### src/pea_pkg.sv
package pea_pkg;
	// ------------------------------------------------------------
	// converter scaling, one code step is full scale / 4096
	// ------------------------------------------------------------
	localparam int CODE_W          = 12;
	localparam int FS_CURRENT_UV   = 102400;
	localparam int FS_SUPPLY_MV    = 102400;
	localparam int FS_AUX_UV       = 2048000;
	localparam int TICK_US_X1000   = 16395000;
	localparam int POWER_W         = 24;
	localparam int TIME_W          = 32;
	localparam int CHARGE_W        = 36;
	localparam int ENERGY_W        = 48;
	localparam int CAL_SLOW_N      = 128;
	localparam int CAL_MID_N       = 16;

	// ------------------------------------------------------------
	// register byte offsets
	// ------------------------------------------------------------
	localparam logic [7:0] OFF_CTRL     = 8'h00;
	localparam logic [7:0] OFF_CONFIG   = 8'h01;
	localparam logic [7:0] OFF_FLAGS    = 8'h02;
	localparam logic [7:0] OFF_ALERT_EN = 8'h03;
	localparam logic [7:0] OFF_POWER    = 8'h04;
	localparam logic [7:0] OFF_TIME     = 8'h08;
	localparam logic [7:0] OFF_CHARGE   = 8'h0C;
	localparam logic [7:0] OFF_ENERGY   = 8'h10;
	localparam logic [7:0] OFF_ACC_END  = 8'h13;
	localparam logic [7:0] OFF_CURRENT  = 8'h14;
	localparam logic [7:0] OFF_SUPPLY   = 8'h16;
	localparam logic [7:0] OFF_AUX      = 8'h18;
	localparam logic [7:0] OFF_OFFSET   = 8'h1A;

	// ------------------------------------------------------------
	// field positions and reset values
	// ------------------------------------------------------------
	localparam int CTRL_SEQ_LSB = 0;
	localparam int CTRL_SRC_LSB = 3;
	localparam int CTRL_CAL_LSB = 5;
	localparam int FLAG_TIME    = 0;
	localparam int FLAG_CHARGE  = 1;
	localparam int FLAG_ENERGY  = 2;
	localparam int FLAG_BUSY    = 3;
	localparam int FLAG_SNAP    = 7;
	localparam logic [7:0] CTRL_RESET  = 8'h00;
	localparam logic [2:0] SEQ_CURRENT = 3'h6;
	localparam logic [2:0] SEQ_SNAP    = 3'h7;
	localparam logic [1:0] SRC_SENSE   = 2'h0;
	localparam logic [1:0] SRC_SUPPLY  = 2'h1;
	localparam logic [1:0] SRC_AUX     = 2'h2;
	localparam logic [1:0] CAL_EVERY   = 2'h0;
	localparam logic [1:0] CAL_16      = 2'h1;
	localparam logic [1:0] CAL_SLOW    = 2'h2;

	typedef enum logic [2:0] {CH_CURRENT, CH_OFFSET, CH_SENSE, CH_SUPPLY, CH_AUX} pea_chan_t;
	typedef enum logic [1:0] {SQ_ISSUE, SQ_WAIT, SQ_HALT} pea_seq_t;

	typedef struct packed {
		logic      start;
		pea_chan_t channel;
	} pea_conv_req_t;

	typedef struct packed {
		logic              done;
		logic [CODE_W-1:0] code;
	} pea_conv_res_t;
endpackage

### src/pea_accumulator.sv
// The address-and-strobe port and the register offsets are this design's own decisions.
`timescale 1ns/100ps
`default_nettype none
// Contract
// - current code 12 bits, 102.4 mV full scale
// - supply code 12 bits, 102.4 V full scale
// - auxiliary code 12 bits, 2.048 V full scale
// - source field picks supply data, sense default
// - power is current code times voltage code
// - offset measured first after reset or control write
// - rate field sets calibration spacing
// - sequence 110 converts current continuously
// - control write refreshes offset then supply
// - current done: tick, add charge, add energy
// - other conversions accumulate with last values
// - result split high byte, low nibble zeroed
// - result registers update at conversion end
// - four byte tick counter
// - charge 36 bits, upper 32 visible
// - energy 48 bits, upper 32 visible
// - page read returns coherent bytes
// - accumulators preloadable, overflow flagged
// - busy while snapshot converts, then halt
// - snapshot end raises alert when enabled
// - snapshot leaves power and accumulators alone
// - gate pin inhibits accumulator updates
module pea_accumulator
	import pea_pkg::*;
(
	input  wire logic          clk,                 // 100 MHz
	input  wire logic          reset,               // async, active high
	input  wire logic          clk_en,              // freezes all state when low
	input  wire logic [7:0]    reg_addr,            // register byte address
	input  wire logic [7:0]    reg_wdata,           // write byte
	input  wire logic          reg_wr,              // write strobe
	input  wire logic          reg_rd,              // read strobe
	output logic      [7:0]    reg_rdata,           // read byte, cycle after strobe
	output pea_conv_req_t      conv_req,            // converter start and channel
	input  wire pea_conv_res_t conv_res,            // converter done and code
	input  wire logic          second_general_pin,  // accumulate gate pin
	output logic               alert                // flag and enable match, busy bit excluded
);
	// ------------------------------------------------------------
	// state
	// ------------------------------------------------------------
	pea_seq_t              state_reg;
	pea_chan_t             chan_reg, chan_next;
	logic [7:0]            main_control_reg;
	logic                  gate_mode_reg;
	logic [7:0]            flag_reg;
	logic [7:0]            secondary_alert_enable_reg;
	logic                  supply_due_reg;
	logic [6:0]            cal_cnt_reg;
	logic [1:0]            rot_reg;
	logic [CODE_W-1:0]     current_reg, supply_reg, aux_reg, offset_reg;
	logic [POWER_W-1:0]    power_reg;
	logic [TIME_W-1:0]     time_reg;
	logic [CHARGE_W-1:0]   charge_reg;
	logic [ENERGY_W-1:0]   energy_reg;
	logic [31:0]           shadow_reg;
	logic [1:0]            shadow_grp_reg;
	logic [7:0]            rdata_reg;

	logic [2:0]            channel_sequence_field;
	logic [1:0]            supply_source_field, calibration_rate_field;
	logic                  snap_mode, ctrl_wr, done, fire, cur_done, snap_end;
	logic                  cal_due, conversion_busy_flag;
	pea_chan_t             data_chan, supply_chan;
	logic [CODE_W-1:0]     cur_now;
	logic [POWER_W-1:0]    pwr_now;
	logic [TIME_W:0]       time_sum;
	logic [CHARGE_W:0]     charge_sum;
	logic [ENERGY_W:0]     energy_sum;
	logic [TIME_W-1:0]     time_next;
	logic [CHARGE_W-1:0]   charge_next;
	logic [ENERGY_W-1:0]   energy_next;
	logic [31:0]           grp_val [4];
	logic [1:0]            grp_idx, byte_idx;
	logic                  in_acc;
	logic [7:0]            rd_val;

	assign channel_sequence_field = main_control_reg[CTRL_SEQ_LSB +: 3];
	assign supply_source_field    = main_control_reg[CTRL_SRC_LSB +: 2];
	assign calibration_rate_field = main_control_reg[CTRL_CAL_LSB +: 2];
	assign conversion_busy_flag   = flag_reg[FLAG_BUSY];
	assign snap_mode = (channel_sequence_field == SEQ_SNAP);
	assign ctrl_wr   = reg_wr && (reg_addr == OFF_CTRL);
	assign done      = (state_reg == SQ_WAIT) && conv_res.done && !ctrl_wr;
	assign snap_end  = done && snap_mode && (chan_reg != CH_OFFSET);

	// ------------------------------------------------------------
	// conversion sequencer
	// ------------------------------------------------------------
	assign conv_req = '{start: (state_reg == SQ_ISSUE), channel: chan_reg};

	always_comb begin
		unique case (supply_source_field)
			SRC_SUPPLY: supply_chan = CH_SUPPLY;
			SRC_AUX:    supply_chan = CH_AUX;
			SRC_SENSE:  supply_chan = CH_SENSE;
			default:    supply_chan = snap_mode ? CH_CURRENT : CH_SENSE;
		endcase
		if (channel_sequence_field == SEQ_CURRENT) begin
			data_chan = CH_CURRENT;
		end else begin
			unique case (rot_reg)
				2'h1:    data_chan = supply_chan;
				2'h2:    data_chan = CH_AUX;
				default: data_chan = CH_CURRENT;
			endcase
		end
		unique case (calibration_rate_field)
			CAL_EVERY: cal_due = 1'b1;
			CAL_16:    cal_due = (cal_cnt_reg == 7'(CAL_MID_N - 1));
			CAL_SLOW:  cal_due = (cal_cnt_reg == 7'(CAL_SLOW_N - 1));
			default:   cal_due = 1'b0;
		endcase
		if (chan_reg == CH_OFFSET) begin
			chan_next = (supply_due_reg || snap_mode) ? supply_chan : data_chan;
		end else if (cal_due) begin
			chan_next = CH_OFFSET;
		end else begin
			chan_next = data_chan;
		end
	end

	always_ff @(posedge clk or posedge reset) begin
		if (reset) begin
			state_reg      <= SQ_ISSUE;
			chan_reg       <= CH_OFFSET;
			supply_due_reg <= 1'b1;
			cal_cnt_reg    <= '0;
			rot_reg        <= '0;
		end else if (clk_en) begin
			if (ctrl_wr) begin
				state_reg      <= SQ_ISSUE;
				chan_reg       <= CH_OFFSET;
				supply_due_reg <= 1'b1;
				cal_cnt_reg    <= '0;
				rot_reg        <= '0;
			end else begin
				unique case (state_reg)
					SQ_ISSUE: state_reg <= SQ_WAIT;
					SQ_WAIT: begin
						if (snap_end) begin
							state_reg <= SQ_HALT;
						end else if (done) begin
							state_reg <= SQ_ISSUE;
							chan_reg  <= chan_next;
							if (chan_reg == CH_OFFSET) begin
								supply_due_reg <= 1'b0;
							end
							// counts completed non-cal conversions, saturating
							if (chan_reg == CH_OFFSET) begin
								cal_cnt_reg <= '0;
							end else if (cal_cnt_reg != 7'(CAL_SLOW_N - 1)) begin
								cal_cnt_reg <= cal_cnt_reg + 7'(1);
							end
							if (chan_next == data_chan && chan_reg != CH_OFFSET) begin
								rot_reg <= (rot_reg == 2'h2 || (rot_reg == 2'h1 && !channel_sequence_field[0]))
									? 2'h0 : rot_reg + 2'h1;
							end
						end
					end
					SQ_HALT: state_reg <= SQ_HALT;
				endcase
			end
		end
	end

	// ------------------------------------------------------------
	// result registers, codes already scaled by the converter
	// ------------------------------------------------------------
	always_ff @(posedge clk or posedge reset) begin
		if (reset) begin
			current_reg <= '0;
			supply_reg  <= '0;
			aux_reg     <= '0;
			offset_reg  <= '0;
		end else if (clk_en && done) begin
			unique case (chan_reg)
				CH_CURRENT: current_reg <= conv_res.code;
				CH_OFFSET:  offset_reg  <= conv_res.code;
				CH_SENSE, CH_SUPPLY: supply_reg <= conv_res.code;
				CH_AUX: begin
					aux_reg <= conv_res.code;
					if (supply_source_field == SRC_AUX) begin
						supply_reg <= conv_res.code;
					end
				end
			endcase
		end
	end

	// ------------------------------------------------------------
	// multiplier and accumulators
	// ------------------------------------------------------------
	// snapshot conversions never tick, so the totals stay untouched
	assign fire     = done && !snap_mode && (!gate_mode_reg || second_general_pin);
	assign cur_done = done && !snap_mode && (chan_reg == CH_CURRENT);
	assign cur_now  = cur_done ? conv_res.code : current_reg;
	assign pwr_now  = cur_done ? conv_res.code * supply_reg : power_reg;
	assign time_sum   = {1'b0, time_reg} + 33'h0_0000_0001;
	assign charge_sum = {1'b0, charge_reg} + {25'h000_0000, cur_now};
	assign energy_sum = {1'b0, energy_reg} + {25'h000_0000, pwr_now};

	always_comb begin
		time_next   = fire ? time_sum[TIME_W-1:0] : time_reg;
		charge_next = fire ? charge_sum[CHARGE_W-1:0] : charge_reg;
		energy_next = fire ? energy_sum[ENERGY_W-1:0] : energy_reg;
		for (int i = 0; i < 4; i++) begin
			if (reg_wr && reg_addr == 8'(OFF_TIME + i)) begin
				time_next[31-8*i -: 8] = reg_wdata;
			end
			if (reg_wr && reg_addr == 8'(OFF_CHARGE + i)) begin
				charge_next[35-8*i -: 8] = reg_wdata;
			end
			if (reg_wr && reg_addr == 8'(OFF_ENERGY + i)) begin
				energy_next[47-8*i -: 8] = reg_wdata;
			end
		end
	end

	always_ff @(posedge clk or posedge reset) begin
		if (reset) begin
			power_reg  <= '0;
			time_reg   <= '0;
			charge_reg <= '0;
			energy_reg <= '0;
		end else if (clk_en) begin
			if (cur_done) begin
				power_reg <= pwr_now;
			end
			time_reg   <= time_next;
			charge_reg <= charge_next;
			energy_reg <= energy_next;
		end
	end

	// ------------------------------------------------------------
	// control, flags and alert
	// ------------------------------------------------------------
	always_ff @(posedge clk or posedge reset) begin
		if (reset) begin
			main_control_reg           <= CTRL_RESET;
			gate_mode_reg              <= 1'b0;
			secondary_alert_enable_reg <= '0;
		end else if (clk_en && reg_wr) begin
			if (reg_addr == OFF_CTRL) begin
				main_control_reg <= reg_wdata;
			end
			if (reg_addr == OFF_CONFIG) begin
				gate_mode_reg <= reg_wdata[0];
			end
			if (reg_addr == OFF_ALERT_EN) begin
				secondary_alert_enable_reg <= reg_wdata;
			end
		end
	end

	// write one clears all but busy; a same-cycle hardware set wins
	always_ff @(posedge clk or posedge reset) begin
		if (reset) begin
			flag_reg <= '0;
		end else if (clk_en) begin
			for (int b = 0; b < 8; b++) begin
				if (reg_wr && reg_addr == OFF_FLAGS && reg_wdata[b] && b != FLAG_BUSY) begin
					flag_reg[b] <= 1'b0;
				end
			end
			if (fire && time_sum[TIME_W]) flag_reg[FLAG_TIME] <= 1'b1;
			if (fire && charge_sum[CHARGE_W]) flag_reg[FLAG_CHARGE] <= 1'b1;
			if (fire && energy_sum[ENERGY_W]) flag_reg[FLAG_ENERGY] <= 1'b1;
			if (snap_end) begin
				flag_reg[FLAG_BUSY] <= 1'b0;
				flag_reg[FLAG_SNAP] <= 1'b1;
			end
			if (ctrl_wr) begin
				flag_reg[FLAG_BUSY] <= (reg_wdata[CTRL_SEQ_LSB +: 3] == SEQ_SNAP);
			end
		end
	end

	assign alert = |(flag_reg & secondary_alert_enable_reg & 8'h87);

	// ------------------------------------------------------------
	// read path with page shadow
	// ------------------------------------------------------------
	assign grp_val[0] = {power_reg, 8'h00};
	assign grp_val[1] = time_reg;
	assign grp_val[2] = charge_reg[CHARGE_W-1 -: 32];
	assign grp_val[3] = energy_reg[ENERGY_W-1 -: 32];
	assign in_acc   = (reg_addr >= OFF_POWER) && (reg_addr <= OFF_ACC_END);
	assign grp_idx  = 2'((reg_addr - OFF_POWER) >> 2);
	assign byte_idx = reg_addr[1:0];

	always_comb begin
		rd_val = 8'h00;
		if (in_acc) begin
			// bytes after the first come from the copy taken at the first
			if (byte_idx == 2'h0 || shadow_grp_reg != grp_idx) begin
				rd_val = grp_val[grp_idx][31-8*byte_idx -: 8];
			end else begin
				rd_val = shadow_reg[31-8*byte_idx -: 8];
			end
		end else begin
			unique case (reg_addr)
				OFF_CTRL:        rd_val = main_control_reg;
				OFF_CONFIG:      rd_val = {7'h00, gate_mode_reg};
				OFF_FLAGS:       rd_val = flag_reg;
				OFF_ALERT_EN:    rd_val = secondary_alert_enable_reg;
				OFF_CURRENT:     rd_val = current_reg[11:4];
				OFF_CURRENT + 1: rd_val = {current_reg[3:0], 4'h0};
				OFF_SUPPLY:      rd_val = supply_reg[11:4];
				OFF_SUPPLY + 1:  rd_val = {supply_reg[3:0], 4'h0};
				OFF_AUX:         rd_val = aux_reg[11:4];
				OFF_AUX + 1:     rd_val = {aux_reg[3:0], 4'h0};
				OFF_OFFSET:      rd_val = offset_reg[11:4];
				OFF_OFFSET + 1:  rd_val = {offset_reg[3:0], 4'h0};
				default:         rd_val = 8'h00;
			endcase
		end
	end

	always_ff @(posedge clk or posedge reset) begin
		if (reset) begin
			rdata_reg      <= '0;
			shadow_reg     <= '0;
			shadow_grp_reg <= '0;
		end else if (clk_en) begin
			rdata_reg <= reg_rd ? rd_val : 8'h00;
			if (reg_rd && in_acc && byte_idx == 2'h0) begin
				shadow_reg     <= grp_val[grp_idx];
				shadow_grp_reg <= grp_idx;
			end
		end
	end

	assign reg_rdata = rdata_reg;
endmodule // pea_accumulator
`default_nettype wire

### config.mk
export PLATFORM = sky130hd
export DESIGN_NAME = pea_accumulator
export DESIGN_NICKNAME = d
export VERILOG_FILES = /design/src/pea_pkg.sv /design/src/pea_accumulator.sv
export SDC_FILE = /design/constraint.sdc
export NUM_CORES = 1
export LEC_CHECK = 0
export BUFFER_PORTS_ARGS = -buffer_cell sky130_fd_sc_hd__buf_4
export CORE_ASPECT_RATIO = 1.25
export CORE_MARGIN = 5
export CORE_UTILIZATION = 35
export CTS_CLUSTER_SIZE = 16
export DETAILED_ROUTE_END_ITERATION = 6
export PLACE_DENSITY = 0.63
export SYNTH_ARGS = -nofsm -noshare
export SYNTH_HDL_FRONTEND = slang
export SYNTH_SLANG_ARGS = --single-unit
export TNS_END_PERCENT = 30
### constraint.sdc
create_clock -name clk -period 9.4 [get_ports clk]
set_clock_uncertainty 0.1 [all_clocks]
set_input_delay 1.88 -clock clk [delete_from_list [all_inputs] [get_ports clk]]
set_output_delay 1.88 -clock clk [all_outputs]
set_load 0.02 [all_outputs]
==> impl_metrics.ini <==
[placed_design]
place_ws_ns = 0.131
dp_hpwl_um = 52000
port_buffers = 47
placedInstanceArea_sq_mm = 0.0223
place.gp.congestion = 0.976
post-place-cells = 3073

[floorplan]
initial_core_util = 0.354
die_x_um = 230
dieArea_sq_mm = 0.0654
rows = 100
core_sq_mm = 0.0597
die_height_um = 285
ios = 48

[hold_path]
hp-class = reg2reg

[setup_path]
crit_path_end_kind = register
cp_max_fo = 15
worstPathArrival_ns = 9.13
crit_path_max_incr_delay_ns = 0.53
worstSetupStartpointType = input port
cpMostUsedCell = inv_1
required_ns = 9.79
cpMaxStageDelayCell = fa_1
path_class = in2reg

[yosys]
yosysTopAreaCellShare = 0.304
ys_types = 81
synth_area_sq_mm = 0.0211
yosysWarnings = 0
synth_ff_type = dfrtp_1
ys_seq_area_frac = 0.307
ys_ff_latch = 259
async_flop_share = 1.00
synth_area_leaders = dfrtp_1, fa_1, mux2_2, ha_1, nand2_1
syn_inst = 2342
synth_area_leader_cell = dfrtp_1
synthTopCellsByCount = nand2_1, dfrtp_1, a21oi_1
postSynthAreaPerCell_sq_um = 9.02
synth_edf_count = 0
yosys.cell_count.top_type = nand2_1
synth_nets = 2594

[timing]
fin_crit_sh = 0.931
tns_ns = 0
finalCriticalPeriod_ns = 8.75
slew_headroom = 0.249
tightest_slew_ns = 1.12
hold_violations = 0
grt_setup_unrepaired = false
setup_viol = 0
fmaxAchievable_mhz = 114
slew_violations = 0
fin_ws_ns = 0.653

[grt]
antenna_found_initial = 0
grt_max_degree = 97
grt_pass1_wl_um = 110000
grt_pass1_vias = 18309
grt.overflow.total = 0
grtUsageTotal = 0.211

[clocking]
cts_resized = 0
clk_path_buf_depth = 3
cts_root_buffer = clkbuf_16
numCtsBuffers = 29
cts.sinks = 259
tritoncts = yes
htreeDepth = 1
path_clk_slew_ns = 0.07
hold_buffers = 0
clock_latency_ns = 0.61
post-cts-setup-buffer-count = 0

[run]
cap_violations = 0

[detailed_routing]
drc_errors = 0
wl_per_cell_um = 22.6
wl_um = 70800
dr_total_vias = 18519
drt-met1-wl_um = 28800
ant_nets = 0
first_iter_violations = 1834
met2_length_um = 33500
route.met3.wl_um = 4710
via_per_inst = 5.92
drtPass1Iterations = 6
routed.top_layer = met4

[power]
pwr-share-comb = 0.665
p_sw_mw = 4.65
p_per_area_mw_per_mm2 = 404
max-vdd-ir-drop_mv = 0.580
leakagePower_nw = 10.6
power_frac_clock = 0.147
swShare = 0.491
intPower_mw = 4.82
seqPwrFrac = 0.187

[final_layout]
fin_nets = 2591
final_area_sq_mm = 0.0234
n_fill_cell = 5874
fin_cells = 3128
syn2layout_area_growth_pct = 10.8
finalCoreUtilization = 0.392
drive_gt1_frac = 0.145
largest_reg_flops = 48

[status]
status = finished, final reports clean
==> final timing paths <==
kind	cells past startpoint	end	slack, ns	from
max	32	energy_reg[40]	0.65	conv_res[3]
min	2	supply_due_reg	0.37	supply_due_reg
max reg2reg	28	energy_reg[40]	1.36	supply_reg[4]
min reg2reg	2	supply_due_reg	0.37	supply_due_reg
max in group asynchronous	4	power_reg[1]	5.88	reset
min in group asynchronous	2	time_reg[28]	1.27	reset
==> final cells by class <==
type                            count  area (sq um)  share of cell area
Antenna cell                        1          2.50            0.000107
Clock buffer                       32           757              0.0323
Clock inverter                     22           394              0.0168
Inverter                          158           601              0.0257
Multi-Input combinational cell   1807         13600               0.580
Sequential cell                   259          6480               0.277
Tap cell                          765           957              0.0409
Timing Repair Buffer               84           631              0.0269
==> cells by family (layout without fill, tap and decap cells) <==
family	count (synthesis)	in the layout	share of synthesized area
AND/OR/NAND/NOR	794	794	0.173
AO/OA/AOI/OAI	554	554	0.167
buffers and inverters	276	296	0.0505
flip-flops	259	259	0.307
adder cells (fa/ha/maj)	217	217	0.165
multiplexers	191	191	0.117
XOR/XNOR	51	51	0.0211
other	0	1	0
==> through the flow <==
| stage | hold WS [ns] | total power, mW |
|---|---|---|
| final | 0.369 | 9.47 |
| after global routing | 0.391 | 10.3 |
| after global placement | 0.355 | 7.82 |
| after detailed placement | 0.362 | 7.98 |
| after CTS | 0.373 | 9.44 |
| after floorplan | 0.337 | 6.15 |
==> critical path, delay by kind of cell <==
kind | cells | cell delay (ns)
AO/OA/AOI/OAI | 13 | 2.77
adder cells (fa/ha/maj) | 7 | 3.03
buffers and inverters | 8 | 0.81
multiplexers | 1 | 0.29
AND/OR/NAND/NOR | 3 | 0.35
==> cell usage in the layout, fill, tap and decap left out, types with 74 or more instances in the layout <==
| master | Yosys | routed |
|---|---|---|
| a21oi_1 | 170 | 170 |
| and2_1 | 74 | 74 |
| buf_4 | 3 | 84 |
| dfrtp_1 | 257 | 257 |
| fa_1 | 102 | 102 |
| ha_1 | 115 | 115 |
| inv_1 | 156 | 155 |
| mux2_2 | 133 | 133 |
| nand2_1 | 357 | 357 |
| nand3_1 | 77 | 77 |
| nor2_1 | 137 | 137 |
| o21ai_0 | 134 | 134 |
==> layer usage <==
layer,global-route usage,vias to the layer above
li1,-,8272
met1,0.278,9262
met2,0.349,799
met3,0.0220,186
met4,0.0984,0
met5,0,-
==> power by group through the flow <==
stage	clock network, mW	logic, mW	registers [mW]
2_1_floorplan	0	4.61	1.54
3_3_place_gp	0	6.05	1.77
3_5_place_dp	0	6.20	1.78
4_1_cts	1.41	6.27	1.77
5_1_grt	1.45	7.04	1.80
6_report	1.39	6.30	1.77
Power figures use the tool's default switching activity.
